$ cat config.mk
export PLATFORM = sky130hd
export DESIGN_NAME = epsr_supervisor
export DESIGN_NICKNAME = d
export VERILOG_FILES = /design/src/rtl/epsr_pkg.sv /design/src/rtl/epsr_supervisor.sv
export SDC_FILE = /design/constraint.sdc
export NUM_CORES = 1
export LEC_CHECK = 0
export BUFFER_PORTS_ARGS = -buffer_cell sky130_fd_sc_hd__clkbuf_2
export CORE_MARGIN = 2
export CORE_UTILIZATION = 45
export CTS_CLUSTER_DIAMETER = 150
export DETAILED_ROUTE_END_ITERATION = 7
export PLACE_DENSITY = 0.68
export SETUP_SLACK_MARGIN = 0.05
export SLEW_MARGIN = 20
export SYNTH_ARGS = -nofsm -noshare
export SYNTH_HDL_FRONTEND = slang
export SYNTH_SLANG_ARGS = --single-unit
$ cat constraint.sdc
create_clock -name ref_clk_in -period 9.75 [get_ports ref_clk_in]
set_clock_uncertainty 0.15 [all_clocks]
set_input_delay 0.975 -clock ref_clk_in [delete_from_list [all_inputs] [get_ports ref_clk_in]]
set_output_delay 0.975 -clock ref_clk_in [all_outputs]
set_load 0.03 [all_outputs]
$ cat src/rtl/epsr_pkg.sv
// Package: register map, field layout, states, timing and carrier types for the supervisor
package epsr_pkg;

   // Register byte addresses (AXI4-Lite, one aligned word each)
   localparam logic [7:0] ADDR_CONFIG = 8'h00;   // operating_config_reg
   localparam logic [7:0] ADDR_STATUS = 8'h04;   // operating_status_reg
   localparam logic [7:0] ADDR_CMD    = 8'h08;   // software_reset_command
   localparam logic [7:0] ADDR_STAGES = 8'h0C;   // Stage enables, output 24 + ignition 4
   localparam logic [7:0] ADDR_DIAG   = 8'h10;   // Tracker diagnosis, write one to clear

   // Config field positions
   localparam int CFG_PDT_LSB = 0;               // powerdown_time_select, 2 bits
   localparam int CFG_AE_BIT  = 4;               // Afterrun enable
   localparam int CFG_AR_BIT  = 5;               // afterrun_reset_enable
   localparam int CFG_WDR_BIT = 6;               // watchdog_reset_enable
   localparam logic [31:0] CFG_RESET = 32'h0000_0000;

   // Command value that fires the software reset
   localparam logic [31:0] CMD_SOFT_RESET = 32'h0000_00A5;

   // AXI responses
   localparam logic [1:0] RESP_OKAY   = 2'h0;
   localparam logic [1:0] RESP_SLVERR = 2'h2;

   // Timing at 50 MHz
   localparam int CLK_HZ        = 50_000_000;
   localparam int FILTER_US     = 10;        // Input filter time
   localparam int PUR_DELAY_US  = 60;        // Power-up reset delay
   localparam int FILTER_CYC    = FILTER_US * (CLK_HZ / 1_000_000);
   localparam int PUR_DELAY_CYC = PUR_DELAY_US * (CLK_HZ / 1_000_000);
   // Power-down time per select code, in milliseconds
   localparam int PDT_MS0 = 1;
   localparam int PDT_MS1 = 2;
   localparam int PDT_MS2 = 4;
   localparam int PDT_MS3 = 8;
   localparam int CYC_PER_MS = CLK_HZ / 1000;

   // Operating states, Gray codes along sleep-ramp-normal-afterrun
   typedef enum logic [2:0] {
      ST_SLEEP    = 3'h0,
      ST_RAMP     = 3'h1,
      ST_NORMAL   = 3'h3,
      ST_AFTERRUN = 3'h2,
      ST_AR_RESET = 3'h6,
      ST_PWRDOWN  = 3'h7,
      ST_WAKECLR  = 3'h5
   } epsr_state_t;

   // Raw comparator and pin inputs
   typedef struct packed {
      logic key;           // Ignition key above threshold
      logic wake_pin;      // wake_input_pin level
      logic bus_wake;      // bus_transceiver_wake
      logic eot_wake;      // engine_off_timer_wake
      logic v5_uv;         // main_five_volt_supply undervoltage
      logic v5_ov;         // main_five_volt_supply overvoltage
      logic bat_ov;        // battery_supply overvoltage
      logic t1_uv;         // tracker_supply_one undervoltage
      logic t1_ov;
      logic t2_uv;         // tracker_supply_two undervoltage
      logic t2_ov;
   } epsr_sense_t;

   // Functional enables towards the rest of the chip
   typedef struct packed {
      logic supplies_en;   // 5 V regulators
      logic stages_en;     // Power stages
      logic comm_en;       // Serial channel and SPI
      logic lin_can_en;    // LIN and CAN transmit
      logic lin_can_rx;    // LIN and CAN receive only
      logic dso_active;    // Delayed switch-off active
      logic main_relay;    // Main relay on
   } epsr_ctrl_t;

endpackage : epsr_pkg

$ cat src/rtl/epsr_supervisor.sv
// Power-state and reset supervisor with AXI4-Lite register access
//
// Contract
// Power-down timer overflow enters wake clear
// Wake clear, key low: enter sleep
// Wake clear, key high: ramp up
// Wake is OR of three wakes
// Key, wake, supply inputs filtered first
// Status bit shows normal or afterrun
// Config field selects power-down time
// Internal power-on resets all, then sleep/ramp
// 5 V supplies off until power-on
// Power-on reset holds pins until delay
// 5 V undervoltage holds pins, delayed off
// Undervoltage: relay follows key, wake, battery
// Tracker faults only set diagnosis bits
// 5 V overvoltage disables external functions
// Battery overvoltage disables power stages
// Watchdog reset pulls reset, limits comms
// Software reset restores state, counts power-down
// External reset-pin low resets device
// Monitor-pin low clears stage enables
// Serial timeout clears stage enables
// Afterrun reset when enabled and key
// Afterrun reset returns next clock
// Key in afterrun, no reset: normal
// Comparator inputs synchronised before use
`timescale 1ns/1ns
module epsr_supervisor
   import epsr_pkg::*;
(
   // Clock and internal power-on reset
   input  wire logic         ref_clk_in,
   input  wire logic         rstn_in,
   // Analog comparators and wake pins
   input  wire epsr_sense_t  sense_in,
   // Events from neighbouring blocks, same clock
   input  wire logic         wd_reset_inc_in,
   input  wire logic         msc_timeout_in,
   input  wire logic         pd_counter_of_in,
   input  wire logic         ssot_of_in,
   input  wire logic         ramp_timer_of_in,
   // Reset pins, open drain
   input  wire logic         rst_pin_in,
   output logic              rst_pin_oe_out,
   output logic              rst_pin_out,
   input  wire logic         mon_pin_in,
   output logic              mon_pin_oe_out,
   output logic              mon_pin_out,
   // Control to the rest of the chip
   output epsr_ctrl_t        ctrl_out,
   output logic [27:0]       stage_en_out,
   output logic              wake_clear_out,
   output logic              pd_count_inc_out,
   output epsr_state_t       state_out,
   // AXI4-Lite slave
   input  wire logic [7:0]   s_awaddr,
   input  wire logic         s_awvalid,
   output logic              s_awready,
   input  wire logic [31:0]  s_wdata,
   input  wire logic [3:0]   s_wstrb,
   input  wire logic         s_wvalid,
   output logic              s_wready,
   output logic [1:0]        s_bresp,
   output logic              s_bvalid,
   input  wire logic         s_bready,
   input  wire logic [7:0]   s_araddr,
   input  wire logic         s_arvalid,
   output logic              s_arready,
   output logic [31:0]       s_rdata,
   output logic [1:0]        s_rresp,
   output logic              s_rvalid,
   input  wire logic         s_rready
);

   localparam int NSENSE = $bits(epsr_sense_t);
   localparam int FW     = $clog2(FILTER_CYC + 1);

   // Whole module state
   typedef struct packed {
      epsr_sense_t  s1;          // First sync stage
      epsr_sense_t  s2;          // Second sync stage
      logic [1:0]   rst1;        // Pin-low sync, first stage [1]=rst [0]=mon
      logic [1:0]   rst2;
      epsr_sense_t  filt;        // Filtered levels
      logic [NSENSE*FW-1:0] fcnt;
      epsr_state_t  st;
      logic [31:0]  cfg;
      logic [27:0]  stages;
      logic [3:0]   diag;        // Tracker flags
      logic [31:0]  pdt_cnt;     // Power-down timer
      logic [31:0]  pur_cnt;     // Power-up reset delay
      logic         por_done;    // ECU power-on reset released
      logic         wd_hold;     // Watchdog reset active
      logic         aw_got;
      logic [7:0]   aw_addr;
      logic         w_got;
      logic [31:0]  w_data;
      logic [3:0]   w_strb;
      logic         bvalid;
      logic [1:0]   bresp;
      logic         rvalid;
      logic [31:0]  rdata;
      logic [1:0]   rresp;
      logic         wclr;
      logic         pdinc;
      epsr_ctrl_t   ctrl;
      logic         rst_low;
      logic         mon_low;
      logic [1:0]   rst_hist;    // Own reset-pin drive, last two cycles
      logic [1:0]   mon_hist;    // Own monitor-pin drive, last two cycles
   } epsr_regs_t;

   epsr_regs_t q;   // Registered state
   epsr_regs_t d;   // Next state

   // Power-down duration in cycles for the selected code
   function automatic logic [31:0] pdt_cycles(input logic [1:0] sel);
      logic [31:0] ms;
      unique case (sel)
         2'h0: ms = 32'(PDT_MS0);
         2'h1: ms = 32'(PDT_MS1);
         2'h2: ms = 32'(PDT_MS2);
         2'h3: ms = 32'(PDT_MS3);
      endcase
      return 32'(ms * 32'(CYC_PER_MS));
   endfunction : pdt_cycles

   // Next-state logic
   always_comb
   begin
      logic        wake;
      logic        key;
      logic        soft_rst;
      logic        ext_rst;
      logic        clr_stages;
      logic [FW-1:0] c;
      wake       = 1'b0;
      key        = 1'b0;
      soft_rst   = 1'b0;
      ext_rst    = 1'b0;
      clr_stages = 1'b0;
      c          = '0;
      d          = q;
      d.wclr     = 1'b0;
      d.pdinc    = 1'b0;

      // Two-stage synchronisers for comparators and pins
      d.s1   = sense_in;
      d.s2   = q.s1;
      // Stored inverted so the reset value 0 matches the idle high pins
      d.rst1 = ~{rst_pin_in, mon_pin_in};
      d.rst2 = q.rst1;
      // Our own drive reaches rst2 two cycles late, so remember it
      d.rst_hist = {q.rst_hist[0], q.rst_low};
      d.mon_hist = {q.mon_hist[0], q.mon_low};

      // Filters: level accepted after a stable run of FILTER_CYC cycles
      for (int i = 0; i < NSENSE; i++)
      begin
         c = q.fcnt[i*FW +: FW];
         if (q.s2[i] == q.filt[i])
         begin
            c = '0;
         end
         else if (c == FW'(FILTER_CYC - 1))
         begin
            d.filt[i] = q.s2[i];
            c = '0;
         end
         else
         begin
            c = FW'(c + 1'b1);
         end
         d.fcnt[i*FW +: FW] = c;
      end

      wake = q.filt.wake_pin | q.filt.bus_wake | q.filt.eot_wake;
      key  = q.filt.key;

      // AXI write: take address and data in either order
      if (s_awvalid && !q.aw_got)
      begin
         d.aw_got  = 1'b1;
         d.aw_addr = s_awaddr;
      end
      if (s_wvalid && !q.w_got)
      begin
         d.w_got  = 1'b1;
         d.w_data = s_wdata;
         d.w_strb = s_wstrb;
      end
      if (q.aw_got && q.w_got && !q.bvalid)
      begin
         d.aw_got = 1'b0;
         d.w_got  = 1'b0;
         d.bvalid = 1'b1;
         d.bresp  = RESP_OKAY;
         unique case (q.aw_addr)
            ADDR_CONFIG:
            begin
               for (int b = 0; b < 4; b++)
               begin
                  if (q.w_strb[b])
                  begin
                     d.cfg[b*8 +: 8] = q.w_data[b*8 +: 8];
                  end
               end
            end
            ADDR_CMD:
            begin
               soft_rst = (q.w_data == CMD_SOFT_RESET);
            end
            ADDR_STAGES:
            begin
               d.stages = q.w_data[27:0];
            end
            ADDR_DIAG:
            begin
               d.diag = q.diag & ~q.w_data[3:0];
            end
            ADDR_STATUS:
            begin
               d.bresp = RESP_OKAY;           // Read-only, write ignored
            end
            default:
            begin
               d.bresp = RESP_SLVERR;         // Unmapped
            end
         endcase
      end
      if (q.bvalid && s_bready)
      begin
         d.bvalid = 1'b0;
      end

      // AXI read
      if (s_arvalid && !q.rvalid)
      begin
         d.rvalid = 1'b1;
         d.rresp  = RESP_OKAY;
         unique case (s_araddr)
            ADDR_CONFIG: d.rdata = q.cfg;
            ADDR_STATUS: d.rdata = {26'h0, q.por_done,
                                    (q.st == ST_AFTERRUN), q.st,
                                    (q.st == ST_AFTERRUN)};
            ADDR_CMD:    d.rdata = 32'h0000_0000;
            ADDR_STAGES: d.rdata = {4'h0, q.stages};
            ADDR_DIAG:   d.rdata = {28'h0, q.diag};
            default:
            begin
               d.rdata = 32'h0000_0000;
               d.rresp = RESP_SLVERR;
            end
         endcase
      end
      else if (q.rvalid && s_rready)
      begin
         d.rvalid = 1'b0;
      end

      // Tracker supplies only flag diagnosis, set wins over clear
      d.diag = d.diag | {q.filt.t2_ov, q.filt.t2_uv,
                         q.filt.t1_ov, q.filt.t1_uv};

      // Monitor low or serial timeout drop all stage enables
      clr_stages = q.rst2[0] && !q.mon_low && (q.mon_hist == 2'b00);
      if (clr_stages || msc_timeout_in)
      begin
         d.stages = '0;
      end

      // Externally forced reset-pin low while not driving it
      ext_rst = q.rst2[1] && !q.rst_low && (q.rst_hist == 2'b00);

      // Watchdog reset held while its input stays high, set only when enabled
      if (wd_reset_inc_in && q.cfg[CFG_WDR_BIT])
      begin
         d.wd_hold = 1'b1;
      end
      else if (!wd_reset_inc_in)
      begin
         d.wd_hold = 1'b0;
      end

      // Operating state machine
      d.pdt_cnt = 32'h0;
      unique case (q.st)
         ST_SLEEP:
         begin
            if (key || wake) d.st = ST_RAMP;
         end
         ST_RAMP:
         begin
            if (!key && !wake) d.st = ST_SLEEP;
            else if (!key && ramp_timer_of_in) d.st = ST_WAKECLR;
            else if (!q.filt.v5_uv) d.st = ST_NORMAL;
         end
         ST_NORMAL:
         begin
            if ((pd_counter_of_in || ssot_of_in) && !key) d.st = ST_PWRDOWN;
            else if (!key && q.cfg[CFG_AE_BIT]) d.st = ST_AFTERRUN;
            else if (!key && !wake) d.st = ST_SLEEP;
         end
         ST_AFTERRUN:
         begin
            if (pd_counter_of_in || ssot_of_in) d.st = ST_PWRDOWN;
            else if (key && q.cfg[CFG_AR_BIT]) d.st = ST_AR_RESET;
            else if (key) d.st = ST_NORMAL;
            else if (!q.cfg[CFG_AE_BIT] && !wake) d.st = ST_SLEEP;
         end
         ST_AR_RESET:
         begin
            d.st     = ST_NORMAL;
            d.stages = '0;
         end
         ST_PWRDOWN:
         begin
            d.pdt_cnt = 32'(q.pdt_cnt + 1'b1);
            if (q.pdt_cnt >= pdt_cycles(q.cfg[CFG_PDT_LSB +: 2]) - 1)
            begin
               d.st   = ST_WAKECLR;
               d.wclr = 1'b1;
            end
         end
         ST_WAKECLR:
         begin
            d.wclr = 1'b1;
            if (key) d.st = ST_RAMP;
            else d.st = ST_SLEEP;
         end
         default:
         begin
            d.st = ST_SLEEP;
         end
      endcase

      // ECU power-on reset: released after V5V is good for the delay
      if (q.st == ST_RAMP || q.st == ST_SLEEP || q.filt.v5_uv)
      begin
         d.pur_cnt  = 32'h0;
         d.por_done = 1'b0;
      end
      else if (!q.por_done)
      begin
         d.pur_cnt = 32'(q.pur_cnt + 1'b1);
         if (q.pur_cnt == 32'(PUR_DELAY_CYC - 1)) d.por_done = 1'b1;
      end

      // Software or pin reset restores defaults
      if (soft_rst || ext_rst)
      begin
         d.cfg      = CFG_RESET;
         d.stages   = '0;
         d.por_done = 1'b0;
         d.pur_cnt  = 32'h0;
         d.pdinc    = soft_rst;
      end

      // Reset and monitor pin drive
      d.mon_low = !q.por_done || (q.st == ST_RAMP) || q.filt.v5_uv
                  || q.filt.v5_ov;
      d.rst_low = d.mon_low || q.wd_hold;

      // Functional enables
      d.ctrl.supplies_en = (q.st != ST_SLEEP);
      d.ctrl.stages_en   = q.por_done && !q.filt.v5_ov && !q.filt.bat_ov
                           && !q.wd_hold && !q.filt.v5_uv;
      d.ctrl.comm_en     = q.por_done && !q.filt.v5_ov && !q.filt.v5_uv;
      d.ctrl.lin_can_en  = d.ctrl.comm_en && !q.wd_hold;
      d.ctrl.lin_can_rx  = !q.filt.v5_ov;
      d.ctrl.dso_active  = q.filt.v5_uv || q.filt.v5_ov;
      d.ctrl.main_relay  = (key || wake) && !q.filt.bat_ov;
   end

   // State register; internal power-on reset clears everything
   always_ff @(posedge ref_clk_in or negedge rstn_in)
   begin
      if (!rstn_in)
      begin
         q <= '0;
      end
      else
      begin
         q <= d;
      end
   end

   // Outputs, all registered
   assign rst_pin_oe_out   = q.rst_low;
   assign rst_pin_out      = 1'b0;
   assign mon_pin_oe_out   = q.mon_low;
   assign mon_pin_out      = 1'b0;
   assign ctrl_out         = q.ctrl;
   assign stage_en_out     = q.stages;
   assign wake_clear_out   = q.wclr;
   assign pd_count_inc_out = q.pdinc;
   assign state_out        = q.st;
   assign s_awready        = !q.aw_got;
   assign s_wready         = !q.w_got;
   assign s_bvalid         = q.bvalid;
   assign s_bresp          = q.bresp;
   assign s_arready        = !q.rvalid;
   assign s_rvalid         = q.rvalid;
   assign s_rdata          = q.rdata;
   assign s_rresp          = q.rresp;

endmodule : epsr_supervisor
==> flow_summary.ini <==
[outcome]
outcome = finished, final reports clean

[synthesis]
synth.area.top_cells = dfrtp_1 (54%), nor2_1 (5.0%), xnor2_1 (4.3%)
ys_warn_count = 0
syn-cell-area_um2 = 16800
ys_seq_elements = 366
synthCells = 1602
yosysTopAreaCellShare_pct = 54.5
post_synth.cell_area_avg_um2 = 10.5
yosysTopAreaCell = dfrtp_1
synth_edf_count = 0
ys_types = 58
synthArstFlopShare_pct = 100
yosysSeqAreaShare_pct = 54.5
synth-main-ff-cell = dfrtp_1

[clocking]
cts_tree = done
cts_made_buffers = 39
clkTransAtPathRegs_ns = 0.06
clock_latency_ns = 0.54
root_buffer = clkbuf_16
ctsResizeCount = 0
cts_buffer_depth = 3
cts_setup_buffers = 0
cts.sinks = 366
hold_buffers = 0
htreeDepth = 2

[worst_setup_path]
endpoint_kind = flop
critPathCapture = wake_clear_out
worstSetupStartpointType = flop
critPathMaxFanout = 8
reg2reg_to = wake_clear_out
ff2ff_path_depth = 14
crit_required_ns = 10.02
reg2reg_from = q[197]
arrival_ns = 4.29
ff2ff_setup_slack_ns = 5.72
critPathKind = flop to flop
setup.worst_path.start = q[197]

[sta]
setup_viol = 0
tightest_slew_ns = 0.953
fin_tns_setup_ns = 0
period_needed_ns = 4.03
max_slew_margin_pct = 36.5
drv_slew = 0
fmax_ghz = 0.248
fin_crit_sh_pct = 41.3
hold_viol_final = 0
rsz0062_at_grt = false
hold_slack_ns = 0.200

[placement]
portBuffers = 157
place_area_um2 = 17500
dp_hpwl_um = 25700
dp.cells = 2111
gp_congestion = 0.882

[grt]
grt_pass1_wl_um = 61900
grt_overflow = 0
grt_pass1_vias = 11800
antenna_found_initial = 3
grt_usage_pct = 19.9
grt_max_degree = 190

[routing]
totalWireLength_um = 38000
via_per_inst = 5.39
drtIter0Drc = 724
vias = 11800
drt-wirelength-per-cell_um = 17.4
postRouteAntennaNets = 0
first_pass_iters = 6
drcViolationCount = 0

[power]
powerDensity_nw_per_um2 = 199
finalPower_uw = 3750
leakagePower_uw = 0.00845
ir_drop_uv = 213

[hold_path]
hold_class = flop to flop

[floorplan]
dieHeight_um = 197
die_w_um = 197
core_um2 = 36700
start_util_pct = 45.8
dieArea_um2 = 38900
io_pins = 162
fp-row-count = 70

[cells_and_area]
final_area_um2 = 18900
num-nets-final = 1805
drive_gt1_share_pct = 18.8
area_growth_pct = 12.4
fin_cells = 2183

[flow_run]
drv_cap = 0
[synthesized netlist by cell type, drive strengths merged, types with 2 or more instances]
library cell  instances
a22oi                23
nand2               142
mux2                 53
a222oi                3
ha                   42
inv                  35
a22o                 33
o21a                  2
a21oi                53
o31ai                 2
xor2                 66
xnor2                82
or2                   2
nand3b                3
and2                 16
nor4bb                2
and3                 14
nor4                 25
nand2b               10
nor2b                 7
a21o                  6
nand3                92
dfrtp               366
nor3                 13
clkbuf               43
or3                  13
a31oi                 6
buf                  88
o21bai                2
nor2                223
nor4b                 5
and4                 11
o21ai                52
or4                   7
mux2i                 3
a32o                  2
nand4                43
[cell type report]
type	count	area (µm²)
Tap cell	468	586
Sequential cell	366	9160
Timing Repair Buffer	171	946
Inverter	35	131
Fill cell	3260	17800
Clock inverter	13	164
Multi-Input combinational cell	1073	6770
Clock buffer	56	1140
Antenna cell	1	2.50
[stage by stage]
| step | worst slack, ns | utilization [%] |
|---|---|---|
| after CTS | 5.74 | 51.4 |
| after floorplan | 6.12 | - |
| after detailed placement | 5.76 | 47.8 |
| after global placement | 5.86 | 47.8 |
| final | 5.72 | 51.5 |
| after global routing | 5.47 | 51.5 |
[how the worst min path moves through the flow]
stage	endpoint	from	slack [ns]	cells past startpoint
after floorplan	q[342]	d[342]	0.18	0
after global placement	q[342]	d[342]	0.18	0
after detailed placement	q[355]	d[355]	0.19	0
after CTS	q[347]	d[347]	0.20	0
after global routing	q[347]	d[347]	0.20	0
final	q[343]	d[343]	0.20	0
[power breakdown]
part	internal [µW]	switching (µW)
logic	185	271
clock network	896	601
registers	1660	147
total	2740	1020
[cell families after synthesis]
group	Yosys count	share of synthesized area [%]
multiplexers	56	3.73
AO/OA/AOI/OAI	191	7.45
AND/OR/NAND/NOR	632	18.0
XOR/XNOR	148	7.71
other	1	0.0223
adder cells (fa/ha/maj)	42	3.13
flip-flops	366	54.5
buffers and inverters	166	5.54
[state kept, by name, summed over array words and instances, names as in the netlist, 3 cells and up]
signal,count
ctrl_out,7
q,273
stage_en_out,28
d,15
s_rdata,32
state_out,3
[per-layer routing]
metal	wire length [µm]	GRT usage, %	up-vias
met5	28	0	-
met4	678	5.21	4
met3	2600	5.40	52
met2	17400	31.2	270
met1	17300	27.5	5838
li1	-	-	5607
[critical path, stage by stage, from the launching register on]
cell     delay (ns)
dfrtp_1        0.49
inv_1          0.15
ha_1           0.32
ha_1           0.33
ha_1           0.31
ha_1           0.32
ha_1           0.32
xor2_1         0.17
xnor2_1        0.13
ha_1           0.31
a21oi_1        0.14
o21ai_0        0.09
o31ai_1        0.34
nand4_1        0.12
and3_1         0.22
[cell usage in the layout, fill, tap and decap left out, drive strengths merged, types with 5 or more instances in the layout]
master  instances
nor3           13
xor2           66
a22oi          23
nor4b           5
clkbuf        212
xnor2          82
inv            37
nand2b         10
and2           16
nand4          43
a21o            6
nor4           25
buf            15
ha             42
or4             7
nand2         142
a22o           33
clkinv          6
nand3          92
nor2b           7
o21ai          52
dfrtp         366
nor2          223
mux2           53
and4           11
or3            13
a31oi           6
a21oi          53
and3           14
Note: power is estimated with default switching activity, not from simulation.
